$ cat src/hdl/rtssi_consts.vh
// Constants for the remote start/stop interlock block
`ifndef RTSSI_CONSTS_VH
`define RTSSI_CONSTS_VH

// Register byte offsets
`define RTSSI_CTRL_OFS    12'h000
`define RTSSI_STATE_OFS   12'h004
`define RTSSI_IRQST_OFS   12'h008
`define RTSSI_IRQMSK_OFS  12'h00C

// Control register fields
`define RTSSI_CTRL_TIMER  0
`define RTSSI_CTRL_RESET  32'h00000001

// Interrupt status fields
`define RTSSI_EV_PASS     0
`define RTSSI_EV_FAIL     1
`define RTSSI_EV_PROT     2
`define RTSSI_EV_REMOTE   3
`define RTSSI_EV_W        4

// Test sequencer states
`define RTSSI_ST_READY    3'h0
`define RTSSI_ST_TEST     3'h1
`define RTSSI_ST_PASS     3'h2
`define RTSSI_ST_FAIL     3'h3
`define RTSSI_ST_PROT     3'h4

// Timing, clock rate in kHz and times in ms
`define RTSSI_CLK_KHZ     10000
`define RTSSI_QUAL_MS     20
`define RTSSI_PASS_MS     200
`define RTSSI_QUAL_CYC    (`RTSSI_QUAL_MS * `RTSSI_CLK_KHZ)
`define RTSSI_PASS_CYC    (`RTSSI_PASS_MS * `RTSSI_CLK_KHZ)

`endif

$ cat src/hdl/rtssi_remote_interlock.v
// Remote start/stop front end and test sequencer guard with APB registers
//
// The register addresses and the APB interface to the registers were chosen for this implementation.
`timescale 1ns/1ns
`include "rtssi_consts.vh"

// The block sits between an external start/stop controller and the
// test sequencer. Remote pins are active low and idle high, so a cut
// cable can never start a test. Each pin must hold a new level for the
// qualification time before it counts, which rejects contact bounce at
// the cost of that much command latency. The interlock loop is not
// qualified: opening it must shut the output off on the next edge.

// Contract
// - Remote enable held low selects remote control; released high returns to panel.
// - Under remote control the panel start button is ignored.
// - Under remote control remote stop or panel stop both stop.
// - Remote, ready, remote start low begins a test like panel start.
// - Under remote control, remote stop low ends any running test and shuts output off.
// - Open remote inputs read high, meaning inactive.
// - Changeover contact to start side tests; back to stop side stops.
// - Open interlock loop forces protection, output off, starts refused.
// - While the loop stays open, stop commands do not leave protection.
// - Protection exits only after loop closes and a later stop arrives.
// - Fail is held, output off, until stop; then back to ready.
// - Timed test completion shows pass about 200 ms then ready.
module rtssi_remote_interlock #(
  parameter QUAL_CYC = `RTSSI_QUAL_CYC,
  parameter PASS_CYC = `RTSSI_PASS_CYC
) (
  input  wire        clock,
  input  wire        rst_b,
  input  wire        remoteEnable_b,
  input  wire        remoteStart_b,
  input  wire        remoteStop_b,
  input  wire        panelStart,
  input  wire        panelStop,
  input  wire        interlockClosed,
  input  wire        timerDone,
  input  wire        leakFail,
  input  wire        psel,
  input  wire        penable,
  input  wire        pwrite,
  input  wire [11:0] paddr,
  input  wire [31:0] pwdata,
  output reg  [31:0] prdata,
  output wire        pready,
  output wire        pslverr,
  output reg         outputOn,
  output reg  [2:0]  testState,
  output reg         remoteMode,
  output wire        irq
);

  // Reset release through two flops
  reg        rstSync1;
  reg        rstSync2;
  always @(posedge clock or negedge rst_b) begin
    if (!rst_b) begin
      rstSync1 <= 1'b0;
      rstSync2 <= 1'b0;
    end else begin
      rstSync1 <= 1'b1;
      rstSync2 <= rstSync1;
    end
  end
  wire       rstN = rstSync2;

  // Remote inputs: synchroniser then stable-level qualifier, one per pin
  wire [2:0] rawIn = {remoteStop_b, remoteStart_b, remoteEnable_b};
  wire [2:0] qualIn;                      // Qualified active-low levels
  genvar     gi;
  generate
    for (gi = 0; gi < 3; gi = gi + 1) begin : gQual
      reg        s1;
      reg        s2;
      reg        q;
      reg [31:0] cnt;
      // Idle high is the safe default, so an open pin reads inactive
      always @(posedge clock or negedge rstN) begin
        if (!rstN) begin
          s1 <= 1'b1;
          s2 <= 1'b1;
          q <= 1'b1;
          cnt <= 32'h00000000;
        end else begin
          s1 <= rawIn[gi];
          s2 <= s1;
          if (s2 == q) begin
            cnt <= 32'h00000000;
          end else if (cnt >= QUAL_CYC - 1) begin
            q <= s2;
            cnt <= 32'h00000000;
          end else begin
            cnt <= cnt + 32'h00000001;
          end
        end
      end
      assign qualIn[gi] = q;
    end
  endgenerate

  wire       remEn    = ~qualIn[0];
  wire       remStart = ~qualIn[1];
  wire       remStop  = ~qualIn[2];

  // Command decode depends on who has control
  reg        ctrlTimer;
  wire       startCmd = remoteMode ? remStart : panelStart;
  wire       stopCmd  = remoteMode ? (remStop | panelStop) : panelStop;

  // Protection is left only on a stop edge that comes after the loop closed
  reg        stopPrev;
  wire       stopEdge = stopCmd & ~stopPrev;

  reg [2:0]  next_state;
  reg [31:0] passCnt;
  always @* begin
    next_state = testState;
    case (testState)
      `RTSSI_ST_READY: begin
        if (startCmd && !stopCmd) begin
          next_state = `RTSSI_ST_TEST;
        end
      end
      `RTSSI_ST_TEST: begin
        if (stopCmd) begin
          next_state = `RTSSI_ST_READY;
        end else if (leakFail) begin
          next_state = `RTSSI_ST_FAIL;
        end else if (ctrlTimer && timerDone) begin
          next_state = `RTSSI_ST_PASS;
        end
      end
      `RTSSI_ST_PASS: begin
        if (passCnt >= PASS_CYC - 1) begin
          next_state = `RTSSI_ST_READY;
        end
      end
      `RTSSI_ST_FAIL: begin
        if (stopCmd) begin
          next_state = `RTSSI_ST_READY;
        end
      end
      `RTSSI_ST_PROT: begin
        if (interlockClosed && stopEdge) begin
          next_state = `RTSSI_ST_READY;
        end
      end
      default: begin
        next_state = `RTSSI_ST_PROT;
      end
    endcase
    // Open loop overrides everything, including a stop in the same cycle
    if (!interlockClosed) begin
      next_state = `RTSSI_ST_PROT;
    end
  end

  // Sequencer registers; output is on only while testing
  always @(posedge clock or negedge rstN) begin
    if (!rstN) begin
      testState <= `RTSSI_ST_READY;
      outputOn <= 1'b0;
      passCnt <= 32'h00000000;
      stopPrev <= 1'b0;
      remoteMode <= 1'b0;
    end else begin
      testState <= next_state;
      outputOn <= (next_state == `RTSSI_ST_TEST);
      stopPrev <= stopCmd;
      remoteMode <= remEn;
      if (testState == `RTSSI_ST_PASS) begin
        passCnt <= passCnt + 32'h00000001;
      end else begin
        passCnt <= 32'h00000000;
      end
    end
  end

  // Entry of a state is seen by comparing with last cycle's state
  reg  [2:0] prevState;
  reg        prevRemote;
  wire       enter = (testState != prevState);

  // One event bit per interrupt source, laid out as the status register
  wire [`RTSSI_EV_W-1:0] events;
  assign events[`RTSSI_EV_PASS]   = enter && (testState == `RTSSI_ST_PASS);
  assign events[`RTSSI_EV_FAIL]   = enter && (testState == `RTSSI_ST_FAIL);
  assign events[`RTSSI_EV_PROT]   = enter && (testState == `RTSSI_ST_PROT);
  assign events[`RTSSI_EV_REMOTE] = (remoteMode != prevRemote);

  // Change history for the event detectors
  always @(posedge clock or negedge rstN) begin
    if (!rstN) begin
      prevState <= `RTSSI_ST_READY;
      prevRemote <= 1'b0;
    end else begin
      prevState <= testState;
      prevRemote <= remoteMode;
    end
  end

  // Register map, one aligned word each:
  //   CTRL   bit 0 enables the timed pass judgement (reset 1)
  //   STATE  read only: [2:0] sequencer state, [3] output on,
  //          [4] remote control, [7:5] qualified stop, start, enable
  //   IRQST  sticky events: [0] pass, [1] fail, [2] protection,
  //          [3] control mode changed; a read clears what it returned
  //   IRQMSK same layout as IRQST, reset 0
  // Writes to read-only or unmapped words have no effect; unmapped
  // words also raise pslverr in the access phase.

  // APB slave: zero wait states, unmapped addresses answer with an error
  wire       acc     = psel & penable;
  wire       setup   = psel & ~penable;
  wire       wr      = acc & pwrite;
  wire       rd      = acc & ~pwrite;
  wire       rdSetup = setup & ~pwrite;
  wire       hitCtrl = (paddr == `RTSSI_CTRL_OFS);
  wire       hitSt   = (paddr == `RTSSI_STATE_OFS);
  wire       hitIrq  = (paddr == `RTSSI_IRQST_OFS);
  wire       hitMsk  = (paddr == `RTSSI_IRQMSK_OFS);
  wire       hitAny  = hitCtrl | hitSt | hitIrq | hitMsk;
  assign pready  = 1'b1;
  assign pslverr = acc & ~hitAny;

  // Status word as software sees it; qualified pin levels read 1 when active
  wire [31:0] stateWord = {24'h000000, remStop, remStart, remEn,
                           remoteMode, outputOn, testState};

  reg  [`RTSSI_EV_W-1:0] irqStatus;
  reg  [`RTSSI_EV_W-1:0] irqMask;
  reg  [31:0]            readMux;

  // Read mux; unmapped offsets read as zero
  always @* begin
    readMux = 32'h00000000;
    case (paddr)
      `RTSSI_CTRL_OFS: begin
        readMux = {31'h00000000, ctrlTimer};
      end
      `RTSSI_STATE_OFS: begin
        readMux = stateWord;
      end
      `RTSSI_IRQST_OFS: begin
        readMux = {28'h0000000, irqStatus};
      end
      `RTSSI_IRQMSK_OFS: begin
        readMux = {28'h0000000, irqMask};
      end
      default: begin
        readMux = 32'h00000000;
      end
    endcase
  end

  // Read data is loaded in the setup cycle so that it already stands
  // when the master samples it at the access edge; it then holds until
  // the next read, so a late sampler still sees the same word
  always @(posedge clock or negedge rstN) begin
    if (!rstN) begin
      prdata <= 32'h00000000;
    end else if (rdSetup) begin
      prdata <= readMux;
    end
  end

  // Control and mask registers take write data at the access edge
  always @(posedge clock or negedge rstN) begin
    if (!rstN) begin
      ctrlTimer <= 1'b1;
      irqMask <= {`RTSSI_EV_W{1'b0}};
    end else begin
      if (wr && hitCtrl) begin
        ctrlTimer <= pwdata[`RTSSI_CTRL_TIMER];
      end
      if (wr && hitMsk) begin
        irqMask <= pwdata[`RTSSI_EV_W-1:0];
      end
    end
  end

  // Read clears only the bits that the read returned; an event arriving
  // between setup and access, or in the clearing cycle, still sets its bit
  always @(posedge clock or negedge rstN) begin
    if (!rstN) begin
      irqStatus <= {`RTSSI_EV_W{1'b0}};
    end else if (rd && hitIrq) begin
      irqStatus <= (irqStatus & ~prdata[`RTSSI_EV_W-1:0]) | events;
    end else begin
      irqStatus <= irqStatus | events;
    end
  end

  // Level interrupt, high while any unmasked status bit is set
  assign irq = |(irqStatus & irqMask);

endmodule // rtssi_remote_interlock

$ cat config.mk
export PLATFORM = sky130hd
export DESIGN_NAME = rtssi_remote_interlock
export DESIGN_NICKNAME = d
export VERILOG_FILES = /design/src/hdl/rtssi_remote_interlock.v
export VERILOG_INCLUDE_DIRS = /design/src /design/src/hdl
export SDC_FILE = /design/constraint.sdc
export NUM_CORES = 1
export LEC_CHECK = 0
export BUFFER_PORTS_ARGS = -buffer_cell sky130_fd_sc_hd__buf_4
export CAP_MARGIN = 10
export CORE_MARGIN = 1.5
export CORE_UTILIZATION = 25
export CTS_CLUSTER_DIAMETER = 40
export DETAILED_ROUTE_END_ITERATION = 7
export GPL_TIMING_DRIVEN = 0
export SLEW_MARGIN = 20
export SYNTH_ARGS = -nofsm -noshare
export SYNTH_HDL_FRONTEND = slang
export SYNTH_SLANG_ARGS = --single-unit
$ cat constraint.sdc
create_clock -name clock -period 4.85 [get_ports clock]
set_input_delay 0.7275 -clock clock [delete_from_list [all_inputs] [get_ports clock]]
set_output_delay 0.7275 -clock clock [all_outputs]
set_load 0.01 [all_outputs]
==> impl_metrics.py, run 1 <==
metrics = {
    "die": {
        "start_util_pct": 25.6,
        "die-area_mm2": 0.0296,
        "die_h_um": 172,
        "die-width_um": 172,
        "ios": 97,
        "std_cell_rows": 61,
        "core_mm2": 0.0279,
    },
    "cells_and_area": {
        "multi_input_area_mm2": 0.00294,
        "antenna_cells": 0,
        "fillers": 2879,
        "final_nets": 848,
        "drive_gt1_share_pct": 16.0,
        "area_growth_pct": 23.4,
        "finalInstanceArea_mm2": 0.00882,
        "seq_area_mm2": 0.00417,
    },
    "global_routing": {
        "grt_usage_pct": 9.99,
        "grt_pass1_wl_mm": 23.1,
        "grt_pass1_vias": 4636,
        "antenna_found_initial": 0,
        "grt_remaining_overflow": 0,
        "grt_max_degree": 57,
    },
    "timing": {
        "skew_ns": 0.0103,
        "min_period_ns": 2.59,
        "finalSetupViolCount": 0,
        "layout_setup_ws_ns": 2.26,
        "slew_headroom_pct": 49.9,
        "fin_setup_tns_ns": 0,
        "timing.final.crit_share_pct": 53.4,
        "report.final.slew_viol_count": 0,
        "rsz0062_at_grt": "no",
        "max_freq_ghz": 0.386,
        "worst-slew-pin-transition_ns": 0.746,
        "hold_violations": 0,
    },
    "setup_path": {
        "arrival_ns": 1.86,
        "crit_path_start_kind": "input pin",
        "crit_type": "in2out",
        "crit_required_ns": 4.12,
        "crit_fanout": 6,
        "cp-end-kind": "output pin",
    },
    "drt": {
        "first_pass_iters": 4,
        "final_antenna_net_count": 0,
        "wl_per_cell_um": 11.5,
        "drt_iter0_drc": 207,
        "route.detailed.drc": 0,
        "vias": 4884,
        "viasPerCell": 4.15,
        "drt-total-wl_mm": 13.6,
    },
    "power_and_ir_drop": {
        "p_int_mw": 2.14,
        "clkPwrFrac_pct": 45.5,
        "pwr-share-seq_pct": 50.6,
        "p_per_area_mw_per_mm2": 319,
        "p_leak_nw": 3.79,
        "peakVddDrop_v": 0.000199,
        "net-switching-power_uw": 675,
        "switching_share_pct": 24.0,
        "power_frac_comb_pct": 3.9,
    },
    "status": {
        "run_status": "finished clean",
    },
    "clocking": {
        "clock_path_buffers": 2,
        "insertion_delay_ns": 0.43,
        "cts_root_buf": "clkbuf_16",
        "clk_pin_slew_worst_paths_ns": 0.07,
        "htreeDepth": 4,
        "post_cts_resized": 0,
        "cts_tree": "yes",
        "cts_inserted_buffers": 17,
        "hold_buffers": 0,
        "post-cts-setup-buffers": 0,
        "clock-sinks": 166,
    },
    "worst_hold_path": {
        "hp-class": "in2async",
    },
    "yosys": {
        "synth-seq-area-share_pct": 58.3,
        "synth-edff-count": 0,
        "synth_seq_cells": 166,
        "postSynthAreaPerCell_um2": 10.9,
        "synth_warnings": 0,
        "synth_cell_types": 47,
        "synthArstFlopShare_pct": 100,
        "synth_top_flop_cell": "dfrtp_1",
        "syn_inst": 658,
        "netlist_area_mm2": 0.00715,
    },
    "placement": {
        "placed_area_mm2": 0.00826,
        "gp_congestion": 0.766,
        "dp_hpwl_mm": 9.55,
        "portBuffers": 41,
        "dp_slack_ns": 2.26,
    },
    "flow_run": {
        "cap_violations": 0,
    },
}
worst paths after layout:
kind | startpoint | depth (start not counted) | end | slack [ns]
worst max-delay path | paddr[1] | 6 | pslverr | 2.26
min in group clock | rstSync1 | 0 | rstN | 0.35
worst max register to register | gQual[2].cnt[0] | 6 | gQual[2].q | 2.62
worst min-delay path | rst_b | 1 | rstN | 0.06
worst min register to register | rstN | 0 | gQual[0].cnt[17] | 0.17
max in group asynchronous | rstN | 3 | ctrlTimer | 3.52
per-stage QoR:
step / hold WS (ns) / std cells / power [mW] / utilization (%)
floorplan: 0.331 / 724 / 1.52 / -
global placement: 0.332 / 1143 / 1.55 / 29.3
detailed placement: 0.169 / 1146 / 1.56 / 29.6
CTS: 0.0435 / 1178 / 2.86 / 31.6
global route: 0.0388 / 1178 / 2.93 / 31.6
finish: 0.0628 / 1178 / 2.82 / 31.6
placed cells by master (no fill, tap or decap), types with 9 or more instances in the layout:
| cell type | count |
|---|---|
| clkbuf_1 | 15 |
| nor3_1 | 11 |
| nor4_1 | 20 |
| nand4_1 | 24 |
| nand3_1 | 35 |
| inv_1 | 9 |
| xnor2_1 | 27 |
| clkbuf_16 | 17 |
| nand2_1 | 57 |
| conb_1 | 68 |
| buf_4 | 66 |
| and3_1 | 22 |
| xor2_1 | 57 |
| mux2_2 | 10 |
| dfstp_2 | 10 |
| nor2_1 | 103 |
| dfrtp_1 | 155 |
cells in the mapped netlist (5+ instances only):
| cell | instances | area share, % |
|---|---|---|
| and4_1 | 8 | 0.98 |
| a22oi_1 | 5 | 0.53 |
| nor4_1 | 20 | 1.8 |
| nor3_1 | 11 | 0.77 |
| and2_1 | 6 | 0.53 |
| o31ai_1 | 8 | 0.84 |
| nand2_1 | 57 | 3.0 |
| inv_1 | 9 | 0.47 |
| dfrtp_1 | 156 | 55 |
| nand4_1 | 24 | 2.1 |
| nand3_1 | 35 | 2.5 |
| and3_1 | 22 | 1.9 |
| o21ai_0 | 6 | 0.42 |
| mux2_2 | 10 | 1.6 |
| xor2_1 | 57 | 7.0 |
| buf_4 | 25 | 2.6 |
| clkbuf_1 | 14 | 0.74 |
| nor2_1 | 103 | 5.4 |
| xnor2_1 | 27 | 3.3 |
| dfstp_2 | 10 | 3.7 |
layer usage:
layer  up-vias  global-route usage (%)  wire length [um]
li1       2423                       -                 -
met4         0                    3.40               124
met5         -                       0                 0
met3        11                    2.68               581
met2        79                    15.5              6230
met1      2371                    13.5              6630
power groups by stage:
stage / combinational, mW / sequential (mW) / clock, mW
floorplan: 0.0497 / 1.47 / 0
global placement: 0.0788 / 1.48 / 0
detailed placement: 0.113 / 1.45 / 0
CTS: 0.113 / 1.43 / 1.32
global route: 0.128 / 1.43 / 1.38
finish: 0.111 / 1.42 / 1.28
state kept, by name, summed over array words and instances, names as in the netlist, 4 cells and up:
signal / cells
irqStatus: 4
prdata: 8
irqMask: 4
gQual.cnt: 96
passCnt: 32
worst max-delay path, stage by stage:
cell	delay (ns)
buf_4	0.11
nor4_1	0.33
and4_1	0.23
clkbuf_1	0.23
nor2_1	0.08
buf_4	0.15
logic make-up (layout without fill, tap and decap cells):
| kind of cell | count (synthesis) | count (layout) | synth area share [%] |
|---|---|---|---|
| compound gates | 33 | 33 | 3.43 |
| xor+xnor | 84 | 84 | 10.3 |
| fa+ha+maj | 4 | 4 | 0.700 |
| buf+inv | 52 | 128 | 4.08 |
| flops | 166 | 166 | 58.3 |
| mux | 12 | 12 | 2.05 |
| other cells | 2 | 68 | 0.105 |
| simple gates | 305 | 305 | 21.0 |
cell type report:
| cell class | count | share of cell area (%) |
|---|---|---|
| inverter | 9 | 0.383 |
| tap | 378 | 5.36 |
| sequential | 166 | 47.3 |
| timing repair buffer | 44 | 4.43 |
| multi-input combinational | 506 | 33.3 |
| clock inverter | 14 | 1.48 |
| clock buffer | 18 | 4.87 |
| buffer | 43 | 2.92 |
Power figures use the tool's default switching activity.
==> inputs of run 2 (changes only) <==
clock period = 2.2 ns   (was 4.85 ns; I/O delays follow)
==> run 2 against run 1 <==
Flip-flop and latch count unchanged; final area grew 1.1%; routed wire length fell by 1.1%; sequential share of layout area shrank 0.51 points; count of clock-buffer cells in the layout rose by 2; total power up 120%; global-route usage shrank 0.30 points; core utilization up 0.34 points; sequential power increased by 120%; clock power grew 130%; critical path type is now reg2reg; largest cell class unchanged.
==> impl_metrics.py, run 2 (same netlist as run 1, synthesis figures left out) <==
metrics = {
    "drt": {
        "drt-total-wl_mm": 13.4,
        "drt_iter0_drc": 284,
        "vias": 4857,
        "route.detailed.drc": 0,
        "viasPerCell": 4.11,
        "first_pass_iters": 4,
        "wl_per_cell_um": 11.4,
        "final_antenna_net_count": 0,
    },
    "cells_and_area": {
        "final_cell_mix": "155 x dfrtp_1, 101 x nor2_1, 68 x conb_1",
        "area_growth_pct": 24.8,
        "final_common_cell": "dfrtp_1",
        "reg.largest.list": "gQual.cnt: 96 flops, passCnt: 32 flops, prdata: 8 flops",
        "drive_gt1_share_pct": 17.2,
        "largest_reg_flops": 96,
        "finalInstanceArea_mm2": 0.00892,
        "fillers": 2854,
        "largest_register": "gQual.cnt",
        "final_nets": 852,
        "antenna_cells": 0,
    },
    "power_and_ir_drop": {
        "p_per_area_mw_per_mm2": 706,
        "peakVddDrop_v": 0.000577,
        "p_leak_nw": 3.84,
    },
    "clocking": {
        "insertion_delay_ns": 0.43,
        "post-cts-setup-buffers": 0,
        "clk_pin_slew_worst_paths_ns": 0.07,
        "clock_path_buffers": 2,
        "htreeDepth": 4,
        "cts_tree": "yes",
        "cts_root_buf": "clkbuf_16",
        "cts_inserted_buffers": 17,
        "clock-sinks": 166,
    },
    "die": {
        "ios": 97,
        "die-area_mm2": 0.0296,
        "die-width_um": 172,
        "core_mm2": 0.0279,
        "die_h_um": 172,
        "std_cell_rows": 61,
        "start_util_pct": 25.6,
    },
    "timing": {
        "fin_setup_tns_ns": 0,
        "finalSetupViolCount": 0,
        "timing.final.crit_share_pct": 91.5,
        "layout_setup_ws_ns": 0.188,
        "worst-slew-pin-transition_ns": 0.800,
        "slew_headroom_pct": 46.3,
        "hold_violations": 0,
        "min_period_ns": 2.01,
        "skew_ns": 0.00873,
        "report.final.slew_viol_count": 0,
        "rsz0062_at_grt": "no",
        "max_freq_ghz": 0.497,
    },
    "setup_path": {
        "rr_worst_depth": 7,
        "path_buf_inv": 1,
        "regToRegStartpoint": "gQual[1].cnt[0]",
        "r2r_end": "gQual[1].cnt[16]",
        "crit_chain": "ha_1, nand3_1, nor2_2, o41ai_2, nand2_1, clkbuf_1, nor2_1",
        "cp-end-kind": "register",
        "crit_path_start_kind": "register",
        "crit_fanout": 10,
        "slowest_stage": "dfrtp_1",
        "crit_family": "simple AND/OR/NAND/NOR gates",
        "crit_required_ns": 2.50,
        "cp_slowest_stage_delay_ns": 0.39,
        "crit_type": "reg2reg",
        "r2r_slack_ns": 0.19,
        "arrival_ns": 2.32,
    },
    "placement": {
        "placed_area_mm2": 0.00825,
        "gp_congestion": 0.736,
        "portBuffers": 41,
        "dp_slack_ns": -0.000330,
        "dp_hpwl_mm": 9.48,
    },
    "global_routing": {
        "antenna_found_initial": 0,
        "grt_pass1_wl_mm": 22.3,
        "grt_max_degree": 57,
        "grt_remaining_overflow": 0,
        "grt_pass1_vias": 4609,
        "grt_usage_pct": 9.69,
    },
    "worst_hold_path": {
        "hold_path_depth": 2,
        "hp-class": "in2reg",
        "whs_endpoint": "testState[2]",
        "hold_start": "interlockClosed",
    },
    "flow_run": {
        "cap_violations": 0,
    },
    "status": {
        "run_status": "finished clean",
    },
}
run 2: changes by cell type in the layout (fill, tap and decap cells not counted), sizes merged:
cell,previous run,this run
inv,19,12
dlygate4sd3,0,4
clkbuf,32,34
clkinv,2,4
clkinvlp,2,4
bufinv,0,1
run 2: worst reg2reg max path, cell delays in order (launching register included):
cell and delay (ns):
dfrtp_1 0.39, ha_1 0.20, nand3_1 0.13, nor2_2 0.31, o41ai_2 0.13, nand2_1 0.22
clkbuf_1 0.39, nor2_1 0.11
run 2: power by group:
part	switching (mW)	internal [mW]
Sequential	0.0338	3.12
Clock	1.24	1.66
Combinational	0.134	0.109
run 2: metal layers:
metal	wire length [um]	up-vias	track usage, %
li1	-	2437	-
met1	6510	2312	12.8
met2	6120	94	15.0
met3	631	14	2.86
met4	164	0	3.63
met5	0	-	0
run 2: worst max-delay path by stage:
stage / startpoint / cells past startpoint / end / slack, ns
floorplan: gQual[2].cnt[0] / 6 / gQual[2].q / 0.33
global placement: rstN / 0 / passCnt[27] / -0.13
detailed placement: gQual[1].cnt[0] / 7 / gQual[1].cnt[11] / -0.0003
CTS: gQual[1].cnt[0] / 7 / gQual[1].cnt[16] / 0.01
global route: gQual[0].cnt[0] / 7 / gQual[0].cnt[12] / 0.01
finish: gQual[1].cnt[0] / 7 / gQual[1].cnt[16] / 0.19
run 2: metrics by stage:
stage | total power, mW | util (%) | cells | hold slack, ns
floorplan | 3.34 | - | 724 | 0.0344
global placement | 3.43 | 29.3 | 1143 | 0.113
detailed placement | 3.45 | 29.5 | 1146 | 0.115
CTS | 6.39 | 31.9 | 1182 | 0.0739
global route | 6.55 | 31.9 | 1182 | 0.0829
finish | 6.30 | 31.9 | 1182 | 0.0863
run 2: cell type report:
cell class / count / area, um^2 / share of cell area, %
flip-flops and latches: 166 / 4170 / 46.8
multi-input cells: 506 / 2970 / 33.3
well taps: 378 / 473 / 5.30
clock buffers: 20 / 467 / 5.23
repair buffers: 48 / 423 / 4.74
plain buffers: 43 / 260 / 2.92
clock inverters: 12 / 120 / 1.35
inverters: 9 / 33.8 / 0.379
run 2: timing repair:
| action | in CTS | in global routing |
|---|---|---|
| resized for setup | 3 | 8 |
| hold endpoints to repair | 5 | 0 |
| setup endpoints to repair | 12 | 31 |
| cloned | 0 | 0 |
| hold buffers | 4 | 0 |
